<file path="config.mk">
export PLATFORM = sky130hd
export DESIGN_NAME = periodic_timer_unit
export DESIGN_NICKNAME = d
export VERILOG_FILES = /design/src/periodic_timer_pkg.sv /design/src/periodic_timer_unit.sv /design/src/tick_divider.sv
export SDC_FILE = /design/constraint.sdc
export NUM_CORES = 1
export LEC_CHECK = 0
export BUFFER_PORTS_ARGS = -buffer_cell sky130_fd_sc_hd__buf_2
export CAP_MARGIN = 20
export CORE_UTILIZATION = 54
export DETAILED_ROUTE_END_ITERATION = 8
export PLACE_DENSITY = 0.81
export REMOVE_ABC_BUFFERS = 1
export SETUP_SLACK_MARGIN = 0.05
export SYNTH_ARGS = -nofsm -noshare
export SYNTH_HDL_FRONTEND = slang
export SYNTH_SLANG_ARGS = --single-unit
</file>
<file path="constraint.sdc">
create_clock -name CLK -period 5.6 [get_ports CLK]
set_input_delay 1.4 -clock CLK [delete_from_list [all_inputs] [get_ports CLK]]
set_output_delay 1.4 -clock CLK [all_outputs]
set_load 0.03 [all_outputs]
</file>
<file path="src/periodic_timer_pkg.sv">
// Constants shared by the periodic timer unit and its bench.
// Assumes a 32-bit AHB-Lite bus with one register per aligned word.
package periodic_timer_pkg;

    // Counter geometry
    localparam int         CNT_W   = 10;
    localparam logic [9:0] VAL_RST = 10'h000;

    // Register byte offsets
    localparam logic [7:0] OFF_CTRL0   = 8'h00;
    localparam logic [7:0] OFF_CTRL1   = 8'h04;
    localparam logic [7:0] OFF_CNT_LO  = 8'h08;
    localparam logic [7:0] OFF_CNT_HI  = 8'h0C;
    localparam logic [7:0] OFF_CMPA_LO = 8'h10;
    localparam logic [7:0] OFF_CMPA_HI = 8'h14;
    localparam logic [7:0] OFF_PER_LO  = 8'h18;
    localparam logic [7:0] OFF_PER_HI  = 8'h1C;
    localparam logic [7:0] OFF_FLAGS   = 8'h20;

    // Field positions
    localparam int RUN_POS   = 3;
    localparam int MODE_LSB  = 6;
    localparam int IO_LSB    = 4;
    localparam int OC_POS    = 3;
    localparam int POL_POS   = 2;
    localparam int CAPTS_POS = 1;
    localparam int CCLR_POS  = 0;
    localparam int FLAG_A    = 0;
    localparam int FLAG_P    = 1;

    // Reset values
    localparam logic       RUN_RST   = 1'b0;
    localparam logic [7:0] CTRL1_RST = 8'h00;

    // Operating modes
    typedef enum logic [1:0] {
        MODE_CMP = 2'b00,
        MODE_CAP = 2'b01,
        MODE_PWM = 2'b10,
        MODE_TMR = 2'b11
    } mode_t;

    // Pin-action codes per mode
    localparam logic [1:0] IO_NONE   = 2'b00;
    localparam logic [1:0] IO_LOW    = 2'b01;
    localparam logic [1:0] IO_HIGH   = 2'b10;
    localparam logic [1:0] IO_TOGGLE = 2'b11;
    localparam logic [1:0] PWM_INACT = 2'b00;
    localparam logic [1:0] PWM_ACT   = 2'b01;
    localparam logic [1:0] PWM_WAVE  = 2'b10;
    localparam logic [1:0] PWM_PULSE = 2'b11;
    localparam logic [1:0] CAP_RISE  = 2'b00;
    localparam logic [1:0] CAP_FALL  = 2'b01;
    localparam logic [1:0] CAP_BOTH  = 2'b10;
    localparam logic [1:0] CAP_OFF   = 2'b11;

    // Timer clock divider, system clocks per timer tick
    localparam int TICK_DIV_DEF = 1;

endpackage

</file>
<file path="src/periodic_timer_unit.sv">
// 10-bit periodic timer: compare, timer, PWM, single pulse, capture.
// Assumes an AHB-Lite master with pins synchronous to CLK.
//
// Functional notes
// - CCLR low: P match clears, both flags
// - CCLR high: A match clears, A flag only
// - Compare A zero: overflow at 3FF, no flag
// - Compare mode pin acts only on A match
// - Run rising sets pin to initial level
// - Timer mode counts as compare, pin unused
// - PWM: period clears counter, compare A duty
// - Period 1..1023 clocks, zero gives 1024
// - Duty at or above period: always active
// - PWM raises A and P match flags
// - PWM level, force codes and invert bit
// - Forced pin keeps PWM counting running
// - External edge sets run; rise starts pulse
// - A match or software clear ends pulse
// - Single pulse: clear only on run rise
// - Capture source pin and edge selectable
// - Capture copies counter into compare A
// - Capture: free run, P match clears, flags
// - Action 11 disables capture, counter runs
// - Capture ignores level, invert, clear bits
// - Period split into low and high byte
// - Run rise clears counter, fall holds it
// - Capture edge: rise, fall or both
module periodic_timer_unit #(
    parameter int TICK_DIV = periodic_timer_pkg::TICK_DIV_DEF
) (
    // Clock and reset
    input  wire logic        CLK,
    input  wire logic        RST_N,
    // AHB-Lite slave
    input  wire logic        HSEL,
    input  wire logic [31:0] HADDR,
    input  wire logic [1:0]  HTRANS,
    input  wire logic        HWRITE,
    input  wire logic [2:0]  HSIZE,
    input  wire logic [31:0] HWDATA,
    input  wire logic        HREADY,
    output logic      [31:0] HRDATA,
    output logic             HREADYOUT,
    output logic             HRESP,
    // Timer pins
    input  wire logic        EXTERNAL_CLOCK_PIN,
    input  wire logic        CAPTURE_INPUT_PIN,
    output logic             TIMER_OUTPUT_PIN,
    output logic             TIMER_OUTPUT_EN,
    // Match flags
    output logic             MATCH_A_FLAG,
    output logic             MATCH_P_FLAG
);
    typedef struct packed {
        logic        hready;
        logic [31:0] hrdata;
        logic        wr_pend;
        logic [7:0]  wr_addr;
        logic        run;
        logic [7:0]  ctrl1;
        logic [9:0]  cnt;
        logic [9:0]  cmpa;
        logic [9:0]  period;
        logic        flag_a;
        logic        flag_p;
        logic        out_level;
        logic        pin;
        logic        pin_en;
        logic        ext_prev;
        logic        src_prev;
    } state_t;

    state_t                    q;
    state_t                    next_q;
    logic                      tick;
    periodic_timer_pkg::mode_t mode;
    logic [1:0]                io;
    logic                      oc;
    logic                      pol;
    logic                      capts;
    logic                      cclr;
    logic                      take;
    logic [9:0]                cnt_inc;
    logic                      a_hit;
    logic                      p_hit;
    logic                      single;
    logic                      src;
    logic                      cap_edge;
    logic                      pwm_act;
    logic                      lvl;
    logic                      en;
    logic [31:0]               rd_mux;

    if (TICK_DIV < 1)
    begin : g_chk
        $error("periodic_timer_unit: TICK_DIV must be at least 1");
    end

    // Timer clock enable
    tick_divider #(
        .DIV   (TICK_DIV)
    ) u_div (
        .clk   (CLK),
        .rst_n (RST_N),
        .tick  (tick)
    );

    // Control fields of the live configuration
    assign mode  = periodic_timer_pkg::mode_t'(
                   q.ctrl1[periodic_timer_pkg::MODE_LSB +: 2]);
    assign io    = q.ctrl1[periodic_timer_pkg::IO_LSB +: 2];
    assign oc    = q.ctrl1[periodic_timer_pkg::OC_POS];
    assign pol   = q.ctrl1[periodic_timer_pkg::POL_POS];
    assign capts = q.ctrl1[periodic_timer_pkg::CAPTS_POS];
    assign cclr  = q.ctrl1[periodic_timer_pkg::CCLR_POS];

    // Comparators look at the value the counter is about to take
    assign cnt_inc = q.cnt + 10'h001;
    assign a_hit   = (cnt_inc == q.cmpa);
    assign p_hit   = (cnt_inc == q.period);
    assign single  = (mode == periodic_timer_pkg::MODE_PWM)
                   && (io == periodic_timer_pkg::PWM_PULSE);
    assign src     = capts ? EXTERNAL_CLOCK_PIN : CAPTURE_INPUT_PIN;
    assign take    = HSEL && HREADY && HTRANS[1];

    // Capture edge decode
    always_comb
    begin
        case (io)
            periodic_timer_pkg::CAP_RISE: cap_edge = src && !q.src_prev;
            periodic_timer_pkg::CAP_FALL: cap_edge = !src && q.src_prev;
            periodic_timer_pkg::CAP_BOTH: cap_edge = src != q.src_prev;
            default:                      cap_edge = 1'b0;
        endcase
    end

    // Read mux, sampled in the address phase
    always_comb
    begin
        rd_mux = 32'h0;
        if (HADDR[31:8] == 24'h0)
        begin
            case (HADDR[7:0])
                periodic_timer_pkg::OFF_CTRL0:
                    rd_mux[periodic_timer_pkg::RUN_POS] = q.run;
                periodic_timer_pkg::OFF_CTRL1:   rd_mux[7:0] = q.ctrl1;
                periodic_timer_pkg::OFF_CNT_LO:  rd_mux[7:0] = q.cnt[7:0];
                periodic_timer_pkg::OFF_CNT_HI:  rd_mux[1:0] = q.cnt[9:8];
                periodic_timer_pkg::OFF_CMPA_LO: rd_mux[7:0] = q.cmpa[7:0];
                periodic_timer_pkg::OFF_CMPA_HI: rd_mux[1:0] = q.cmpa[9:8];
                periodic_timer_pkg::OFF_PER_LO:  rd_mux[7:0] = q.period[7:0];
                periodic_timer_pkg::OFF_PER_HI:  rd_mux[1:0] = q.period[9:8];
                periodic_timer_pkg::OFF_FLAGS:
                    rd_mux[1:0] = {q.flag_p, q.flag_a};
                default:                         rd_mux = 32'h0;
            endcase
        end
    end

    // Next state: bus first, then hardware events so sets win
    always_comb
    begin
        next_q = q;
        lvl = 1'b0;
        en = 1'b0;
        pwm_act = 1'b0;
        next_q.hready = 1'b1;
        next_q.wr_pend = take && HWRITE && (HADDR[31:8] == 24'h0);
        next_q.wr_addr = HADDR[7:0];
        if (take && !HWRITE)
            next_q.hrdata = rd_mux;
        // Data-phase write; unmapped offsets are ignored
        if (q.wr_pend)
        begin
            case (q.wr_addr)
                periodic_timer_pkg::OFF_CTRL0:
                    next_q.run = HWDATA[periodic_timer_pkg::RUN_POS];
                periodic_timer_pkg::OFF_CTRL1:   next_q.ctrl1 = HWDATA[7:0];
                periodic_timer_pkg::OFF_CMPA_LO: next_q.cmpa[7:0] = HWDATA[7:0];
                periodic_timer_pkg::OFF_CMPA_HI: next_q.cmpa[9:8] = HWDATA[1:0];
                periodic_timer_pkg::OFF_PER_LO:
                    next_q.period[7:0] = HWDATA[7:0];
                periodic_timer_pkg::OFF_PER_HI:
                    next_q.period[9:8] = HWDATA[1:0];
                periodic_timer_pkg::OFF_FLAGS:
                begin
                    if (HWDATA[periodic_timer_pkg::FLAG_A])
                        next_q.flag_a = 1'b0;
                    if (HWDATA[periodic_timer_pkg::FLAG_P])
                        next_q.flag_p = 1'b0;
                end
                default:
                    next_q.wr_pend = next_q.wr_pend;
            endcase
        end
        // External pin edge starts a single pulse
        next_q.ext_prev = EXTERNAL_CLOCK_PIN;
        next_q.src_prev = src;
        if (single && EXTERNAL_CLOCK_PIN && !q.ext_prev)
            next_q.run = 1'b1;
        if (next_q.run && !q.run)
        begin
            next_q.cnt = periodic_timer_pkg::VAL_RST;
            if (mode == periodic_timer_pkg::MODE_CMP
                || mode == periodic_timer_pkg::MODE_PWM)
                next_q.out_level = oc;
        end
        else if (q.run && tick)
        begin
            case (mode)
                periodic_timer_pkg::MODE_CMP,
                periodic_timer_pkg::MODE_TMR:
                begin
                    if (cclr)
                    begin
                        // Zero compare A just wraps past 3FF
                        next_q.cnt = (a_hit && q.cmpa != 10'h000)
                                   ? 10'h000 : cnt_inc;
                    end
                    else
                    begin
                        next_q.cnt = p_hit ? 10'h000 : cnt_inc;
                        if (p_hit)
                            next_q.flag_p = 1'b1;
                    end
                    if (a_hit && q.cmpa != 10'h000)
                    begin
                        next_q.flag_a = 1'b1;
                        case (io)
                            periodic_timer_pkg::IO_LOW:
                                next_q.out_level = 1'b0;
                            periodic_timer_pkg::IO_HIGH:
                                next_q.out_level = 1'b1;
                            periodic_timer_pkg::IO_TOGGLE:
                                next_q.out_level = !q.out_level;
                            default:
                                next_q.out_level = q.out_level;
                        endcase
                    end
                end
                periodic_timer_pkg::MODE_PWM:
                begin
                    if (single)
                    begin
                        // Period and clear-select play no part here
                        next_q.cnt = cnt_inc;
                        if (a_hit)
                        begin
                            next_q.flag_a = 1'b1;
                            next_q.run = 1'b0;
                        end
                    end
                    else
                    begin
                        // Counting continues under forced levels
                        next_q.cnt = p_hit ? 10'h000 : cnt_inc;
                        if (a_hit)
                            next_q.flag_a = 1'b1;
                        if (p_hit)
                            next_q.flag_p = 1'b1;
                    end
                end
                default:
                begin
                    next_q.cnt = p_hit ? 10'h000 : cnt_inc;
                    if (p_hit)
                        next_q.flag_p = 1'b1;
                end
            endcase
        end
        // Capture beats a same-cycle software write of compare A
        if (mode == periodic_timer_pkg::MODE_CAP && q.run && cap_edge)
        begin
            next_q.cmpa = q.cnt;
            next_q.flag_a = 1'b1;
        end
        // Pin level from the mode
        case (mode)
            periodic_timer_pkg::MODE_CMP:
            begin
                lvl = next_q.out_level;
                en = 1'b1;
            end
            periodic_timer_pkg::MODE_PWM:
            begin
                pwm_act = (q.period != 10'h000 && q.cmpa >= q.period)
                        || (next_q.cnt < q.cmpa);
                case (io)
                    periodic_timer_pkg::PWM_INACT: lvl = !oc;
                    periodic_timer_pkg::PWM_ACT:   lvl = oc;
                    periodic_timer_pkg::PWM_WAVE:  lvl = pwm_act ~^ oc;
                    default:                       lvl = next_q.run ~^ oc;
                endcase
                en = 1'b1;
            end
            default:
            begin
                lvl = 1'b0;
                en = 1'b0;
            end
        endcase
        next_q.pin = (lvl ^ pol) && en;
        next_q.pin_en = en;
    end

    // State register
    always_ff @(posedge CLK or negedge RST_N)
    begin
        if (!RST_N)
        begin
            q <= '0;
            q.hready <= 1'b1;
            q.run <= periodic_timer_pkg::RUN_RST;
            q.ctrl1 <= periodic_timer_pkg::CTRL1_RST;
        end
        else
            q <= next_q;
    end

    // Outputs straight from flops, HRESP tied low
    assign HRDATA           = q.hrdata;
    assign HREADYOUT        = q.hready;
    assign HRESP            = 1'b0;
    assign TIMER_OUTPUT_PIN = q.pin;
    assign TIMER_OUTPUT_EN  = q.pin_en;
    assign MATCH_A_FLAG     = q.flag_a;
    assign MATCH_P_FLAG     = q.flag_p;
endmodule

</file>
<file path="src/tick_divider.sv">
// Divider giving a one-cycle timer tick every DIV system clocks.
// Assumes one clock and an asynchronous active-low reset.
module tick_divider #(
    parameter int DIV = periodic_timer_pkg::TICK_DIV_DEF
) (
    // Clock and reset
    input  wire logic clk,
    input  wire logic rst_n,
    // Tick enable
    output logic      tick
);
    localparam int W = $clog2(DIV) + 1;

    typedef struct packed {
        logic [W-1:0] cnt;
        logic         tick;
    } div_state_t;

    div_state_t q;
    div_state_t next_q;

    if (DIV < 1)
    begin : g_chk
        $error("tick_divider: DIV must be at least 1");
    end

    // Wrap counter; tick marks the wrap
    always_comb
    begin
        next_q = q;
        next_q.tick = (q.cnt == W'(DIV - 1));
        next_q.cnt = next_q.tick ? '0 : q.cnt + W'(1);
    end

    // State register
    always_ff @(posedge clk or negedge rst_n)
    begin
        if (!rst_n)
            q <= '0;
        else
            q <= next_q;
    end

    assign tick = q.tick;
endmodule
</file>
==> impl_metrics.json, run 1 <==
{
  "routedWlPerCell_um": 18.7,
  "clock_skew_ps": 6.48,
  "cts_setup_buffers": 0,
  "dieWidth_um": 94.5,
  "pre_cts_slack_ps": 695,
  "netlist_area_mm2": 0.00462,
  "setup_viol": 0,
  "htree_num_levels": 3,
  "root_buffer": "clkbuf_8",
  "track_usage_pct": 30.2,
  "n_antenna_cell": 0,
  "ys_seq_area_share_pct": 34.7,
  "io_pins": 114,
  "synth.most_common_cell": "dfrtp_1",
  "drtIter0Drc": 429,
  "status": "completed",
  "leakagePower_nw": 2.42,
  "synth_enable_flop_cells": 0,
  "clk_latency_ps": 350,
  "cts_tree": "yes",
  "synth-warning-count": 0,
  "hpwlAfterDp_um": 9270,
  "min_period_ps": 5170,
  "gp_congestion": 0.910,
  "clkTransAtPathRegs_ps": 70,
  "rsz0062_at_grt": "false",
  "tightestPinTransition_ps": 953,
  "grt_pass1_vias": 3976,
  "port_buffers": 59,
  "holdBufCountCts": 0,
  "utilization_pct": 60.2,
  "synth_area_leaders": "dfrtp_1 (35%), ha_1 (7.0%), buf_4 (6.2%)",
  "numCtsBuffers": 9,
  "numClockSinks": 64,
  "power_mw": 1.54,
  "finalSetupTns_ps": 0,
  "fin_nets": 663,
  "synth_cells": 520,
  "cp_max_fo": 10,
  "firstDrtPassIters": 7,
  "antenna_found_initial": 0,
  "area_growth_pct": 7.67,
  "finalMaxSlewViolations": 0,
  "slew_headroom_pct": 36.2,
  "setup_ws_ps": 435,
  "cts_resized": 0,
  "synthFlopType": "dfrtp_1",
  "dpl_cell_area_mm2": 0.00479,
  "hold_viol_final": 0,
  "vias": 4188,
  "dp.cells": 655,
  "vias_per_cell": 6.24,
  "yosysTopAreaCellShare_pct": 34.7,
  "async_flop_share_pct": 100,
  "fin_area_mm2": 0.00497,
  "multiInputGateArea_mm2": 0.00263,
  "path_class": "flop to flop",
  "peakVddDrop_mv": 0.186,
  "drive_above_1_share_pct": 16.8,
  "required_ps": 5850,
  "dieArea_mm2": 0.00892,
  "seq_area_mm2": 0.00160,
  "synth_top_cell_by_area": "dfrtp_1",
  "timing.hold.ws_ps": 487,
  "synth_seq_cells": 64,
  "period_share_pct": 92.2,
  "worst_ep_arrival_time_ps": 5420,
  "synth_common_cells": "dfrtp_1 (64), nand2_1 (50), buf_4 (38)",
  "nFillCells": 716,
  "power_density_mw_per_mm2": 311,
  "worst_setup_path_end_kind": "flop",
  "grt_pass1_wl_um": 20200,
  "dieHeight_um": 94.5,
  "grt_max_degree": 65,
  "ant_nets": 0,
  "yosysUniqueCellTypes": 65,
  "avgSynthCellArea_um2": 8.88,
  "layout.cells.non_filler": 671,
  "max_cap_violations": 0,
  "row_count": 33,
  "cts_buffer_depth": 2,
  "cp-start-kind": "flop",
  "coreArea_mm2": 0.00826,
  "min_path_type": "flop to flop",
  "wl_um": 12500,
  "start_util_pct": 55.9,
  "drc": 0,
  "max_freq_ghz": 0.194,
  "overflow": 0
}
-- per-layer routing --
layer  GRT usage, %  share of wire [%]  up-vias
met2           47.6                 46      235
met5              0                  0        -
met1           40.5                 41     2012
met4           13.1                3.4        0
met3           5.48                9.6       43
li1               -                  -     1898
-- power by group --
group          internal (mW)  total, mW  switching [mW]  leakage [nW]
Combinational          0.207      0.491           0.284          1.57
Sequential             0.527      0.677           0.150         0.758
Clock                  0.185      0.377           0.192        0.0886
Total                  0.919       1.54           0.626          2.42
-- critical path, stage by stage, from the launching register on --
cell	delay, ps
dfrtp_1	640
ha_1	410
nand3_1	160
or3_1	370
a211oi_1	420
o2111ai_2	290
o21ai_1	220
and3_1	170
buf_4	180
or2_1	290
nor2_1	60
o21ai_0	160
o21ai_0	160
ha_1	210
a21o_1	180
a21o_1	170
a21oi_1	130
o21ai_0	110
nand3_1	110
a31oi_1	120
xnor2_1	250
nand4_1	140
o311ai_1	110
-- flip-flops by register name (all words and copies together) (netlist names) --
register,cells
MATCH_P_FLAG,1
MATCH_A_FLAG,1
TIMER_OUTPUT_PIN,1
oc,1
mode,2
HRDATA,8
pol,1
capts,1
TIMER_OUTPUT_EN,1
cclr,1
io,2
q,43
u_div.tick,1
-- cell type report --
type / instances / share of cell area, %
Sequential cell: 64 / 32.2
Tap cell: 105 / 2.64
Clock buffer: 12 / 3.12
Timing Repair Buffer: 62 / 6.39
Clock inverter: 4 / 0.579
Multi-Input combinational cell: 395 / 52.8
Inverter: 29 / 2.19
-- kinds of logic (layout without fill, tap and decap cells) --
group                    Yosys count  after routing  synth area share, %
AND/OR/NAND/NOR                  183            183                 21.1
AO/OA/AOI/OAI                    111            111                 16.0
buffers and inverters             86            107                 10.4
flip-flops                        64             64                 34.7
XOR/XNOR                          28             28                 5.91
adder cells (fa/ha/maj)           26             26                 7.05
multiplexers                      20             20                 4.64
other                              2             27                0.163
-- worst paths after layout --
check	to	depth (start not counted)	slack [ps]	start
max	TIMER_OUTPUT_PIN	22	430	q[27]
min reg2reg	HRDATA[0]	2	490	HRDATA[0]
min in group asynchronous	q[4]	2	1220	RST_N
max reg2reg	TIMER_OUTPUT_PIN	22	430	q[27]
min	HRDATA[0]	2	490	HRDATA[0]
max in group asynchronous	HRDATA[0]	2	3820	RST_N
-- cells in the final DEF, fill, tap and decap left out, types with 3 or more instances in the layout --
cell type | synthesis | layout
nor3_1 | 5 | 5
xor2_1 | 7 | 7
and4_1 | 4 | 4
clkbuf_8 | 0 | 11
a22oi_1 | 3 | 3
a211oi_1 | 3 | 3
and3_1 | 9 | 9
a21oi_1 | 24 | 24
a222oi_1 | 7 | 7
ha_1 | 26 | 26
xnor2_1 | 19 | 19
nor4_1 | 13 | 13
buf_4 | 38 | 3
or3_1 | 4 | 4
nand2_1 | 50 | 50
mux2i_1 | 9 | 9
a22o_1 | 6 | 6
or2_2 | 3 | 3
inv_1 | 29 | 29
conb_1 | 2 | 27
nor2_1 | 33 | 33
a31oi_1 | 10 | 10
nor4b_1 | 3 | 3
mux2_2 | 11 | 11
o21ai_0 | 29 | 29
a21o_1 | 5 | 5
nand3_1 | 20 | 20
dfrtp_1 | 64 | 64
buf_2 | 6 | 59
or4_1 | 3 | 3
nand4_1 | 11 | 11
nand2b_1 | 8 | 8
No activity file was read; power rests on OpenSTA's default activity.
==> run 2, diff against run 1 <==
Settings changed: CORE_UTILIZATION 54 to 40, PLACE_DENSITY 0.81 to default.
==> run 2 against run 1 <==
Sequential share of layout area decreased by 0.96 points. Via count decreased by 3.2%. Final cell count is 5.4% higher. Global-route usage fell by 6.7 points. Final area up 3.1%. Fmax grew 5.2%. Non-clock buffer count up 1. Wire length grew 2.7%. First-iteration DRC count fell by 34%.
==> impl_metrics.json, run 2 (synthesized netlist as in run 1, its figures left out) <==
{
  "firstDrtPassIters": 5,
  "largest-register": "q",
  "drive_above_1_share_pct": 16.9,
  "cts_resized": 0,
  "drc": 0,
  "hold_depth": 2,
  "met1Wirelength_um": 5750,
  "layout.cells.non_filler": 707,
  "clkTransAtPathRegs_ps": 60,
  "row_count": 38,
  "rsz0062_at_grt": "false",
  "grt_pass1_wl_um": 20900,
  "cpMostUsedCell": "o21ai_0",
  "start_util_pct": 41.8,
  "leakagePower_nw": 2.47,
  "cts_buffer_depth": 2,
  "rr_worst_depth": 22,
  "holdBufCountCts": 0,
  "path_cells": "ha_1 -> nand3_1 -> or3_1 -> a211oi_1 -> o2111ai_2 -> o21ai_1 -> and3_1 -> buf_4 -> or2_1 -> nor2_1 -> o21ai_0 -> o21ai_0 -> ha_1 -> a21o_1 -> a21o_1 -> a21oi_1 -> o21ai_0 -> nand3_1 -> a31oi_1 -> xnor2_1 -> nand4_1 -> o311ai_1",
  "port_buffers": 59,
  "most-common-layout-cells": "dfrtp_1 (64), buf_2 (59), nand2_1 (50)",
  "setup_viol": 0,
  "tightestPinTransition_ps": 1060,
  "cp-start-kind": "flop",
  "cp_slowest_cell": "dfrtp_1",
  "clk_latency_ps": 330,
  "hpwlAfterDp_um": 9680,
  "crit_family": "compound AO/OA/AOI/OAI gates",
  "routedWlPerCell_um": 18.2,
  "required_ps": 5830,
  "finalSetupTns_ps": 0,
  "dp.cells": 691,
  "coreArea_mm2": 0.0110,
  "grt_pass1_vias": 3899,
  "drtIter0Drc": 282,
  "wl_um": 12900,
  "root_buffer": "clkbuf_16",
  "n_antenna_cell": 0,
  "max_cap_violations": 0,
  "numCtsBuffers": 9,
  "cp_max_fo": 10,
  "fin_nets": 664,
  "ant_nets": 0,
  "dieArea_mm2": 0.0120,
  "largest_reg_flops": 43,
  "status": "completed",
  "htree_num_levels": 3,
  "min_period_ps": 4910,
  "worst_ep_arrival_time_ps": 5140,
  "grt_max_degree": 65,
  "path_class": "flop to flop",
  "finalMaxSlewViolations": 0,
  "routed-wl-met2_um": 6070,
  "dieWidth_um": 109,
  "io_pins": 114,
  "period_share_pct": 87.7,
  "gp_congestion": 0.929,
  "timing.hold.ws_ps": 484,
  "worst-path-buf-inv": 1,
  "routed-wl-met3_um": 773,
  "numClockSinks": 64,
  "slew_headroom_pct": 29.1,
  "vias_per_cell": 5.74,
  "layout_commonest_cell": "dfrtp_1",
  "path_depth": 22,
  "power_density_mw_per_mm2": 333,
  "worst_setup_path_end_kind": "flop",
  "min_path_type": "flop to flop",
  "cts_setup_buffers": 0,
  "vias": 4056,
  "clock_skew_ps": 5.62,
  "critical_path.max_stage_delay_ps": 530,
  "highest_layer": "met4",
  "max_freq_ghz": 0.204,
  "dieHeight_um": 109,
  "peakVddDrop_mv": 0.137,
  "cts_tree": "yes",
  "area_growth_pct": 11.0,
  "track_usage_pct": 23.5,
  "overflow": 0,
  "hold_viol_final": 0,
  "antenna_found_initial": 0
}
## run 2: cell count changes in the layout (fill, tap and decap cells not counted), sizes merged
cell	delta
buf	+1
## run 2: routing by layer
metal	vias up	track usage (%)
met5	-	0
met4	0	9.24
met3	25	4.15
met2	161	37.2
met1	1970	31.9
li1	1900	-
## run 2: worst reg2reg max path, stage by stage, from the launching register on
cell	delay, ps
dfrtp_1	530
ha_1	380
nand3_1	160
or3_1	380
a211oi_1	420
o2111ai_2	300
o21ai_1	220
and3_1	170
buf_4	170
or2_1	290
nor2_1	60
o21ai_0	150
o21ai_0	150
ha_1	200
a21o_1	180
a21o_1	170
a21oi_1	130
o21ai_0	110
nand3_1	100
a31oi_1	110
xnor2_1	220
nand4_1	110
o311ai_1	100
## run 2: final timing paths
kind	end	slack (ps)	from
min in group asynchronous	TIMER_OUTPUT_PIN	1230	RST_N
hold reg to reg	HRDATA[0]	480	HRDATA[0]
setup / recovery	TIMER_OUTPUT_PIN	690	q[28]
setup reg to reg	TIMER_OUTPUT_PIN	690	q[28]
hold / removal	HRDATA[0]	480	HRDATA[0]
max in group asynchronous	q[32]	3810	RST_N
## run 2: per-stage QoR
step           setup slack, ps  total power, mW  area (um2)  utilization (%)
2_1_floorplan             1500            0.981        4340                -
3_5_place_dp               774             1.16        4840             43.9
5_1_grt                    245             1.80        5120             46.4
4_1_cts                    758             1.70        5120             46.4
6_report                   688             1.70        5120             46.4
3_3_place_gp               874             1.15        4840             43.9
## run 2: power breakdown
part	switching, mW	internal [mW]	total (mW)	leakage, nW
sequential	0.141	0.528	0.669	0.758
combinational	0.289	0.211	0.500	1.58
clock	0.212	0.324	0.535	0.135
## run 2: final cells by class
class | instances | area [um2]
multi-input combinational | 395 | 2630
clock buffer | 12 | 256
tap | 140 | 175
timing repair buffer | 63 | 325
fill | 1080 | 5910
inverter | 29 | 109
clock inverter | 4 | 28.8
sequential | 64 | 1600
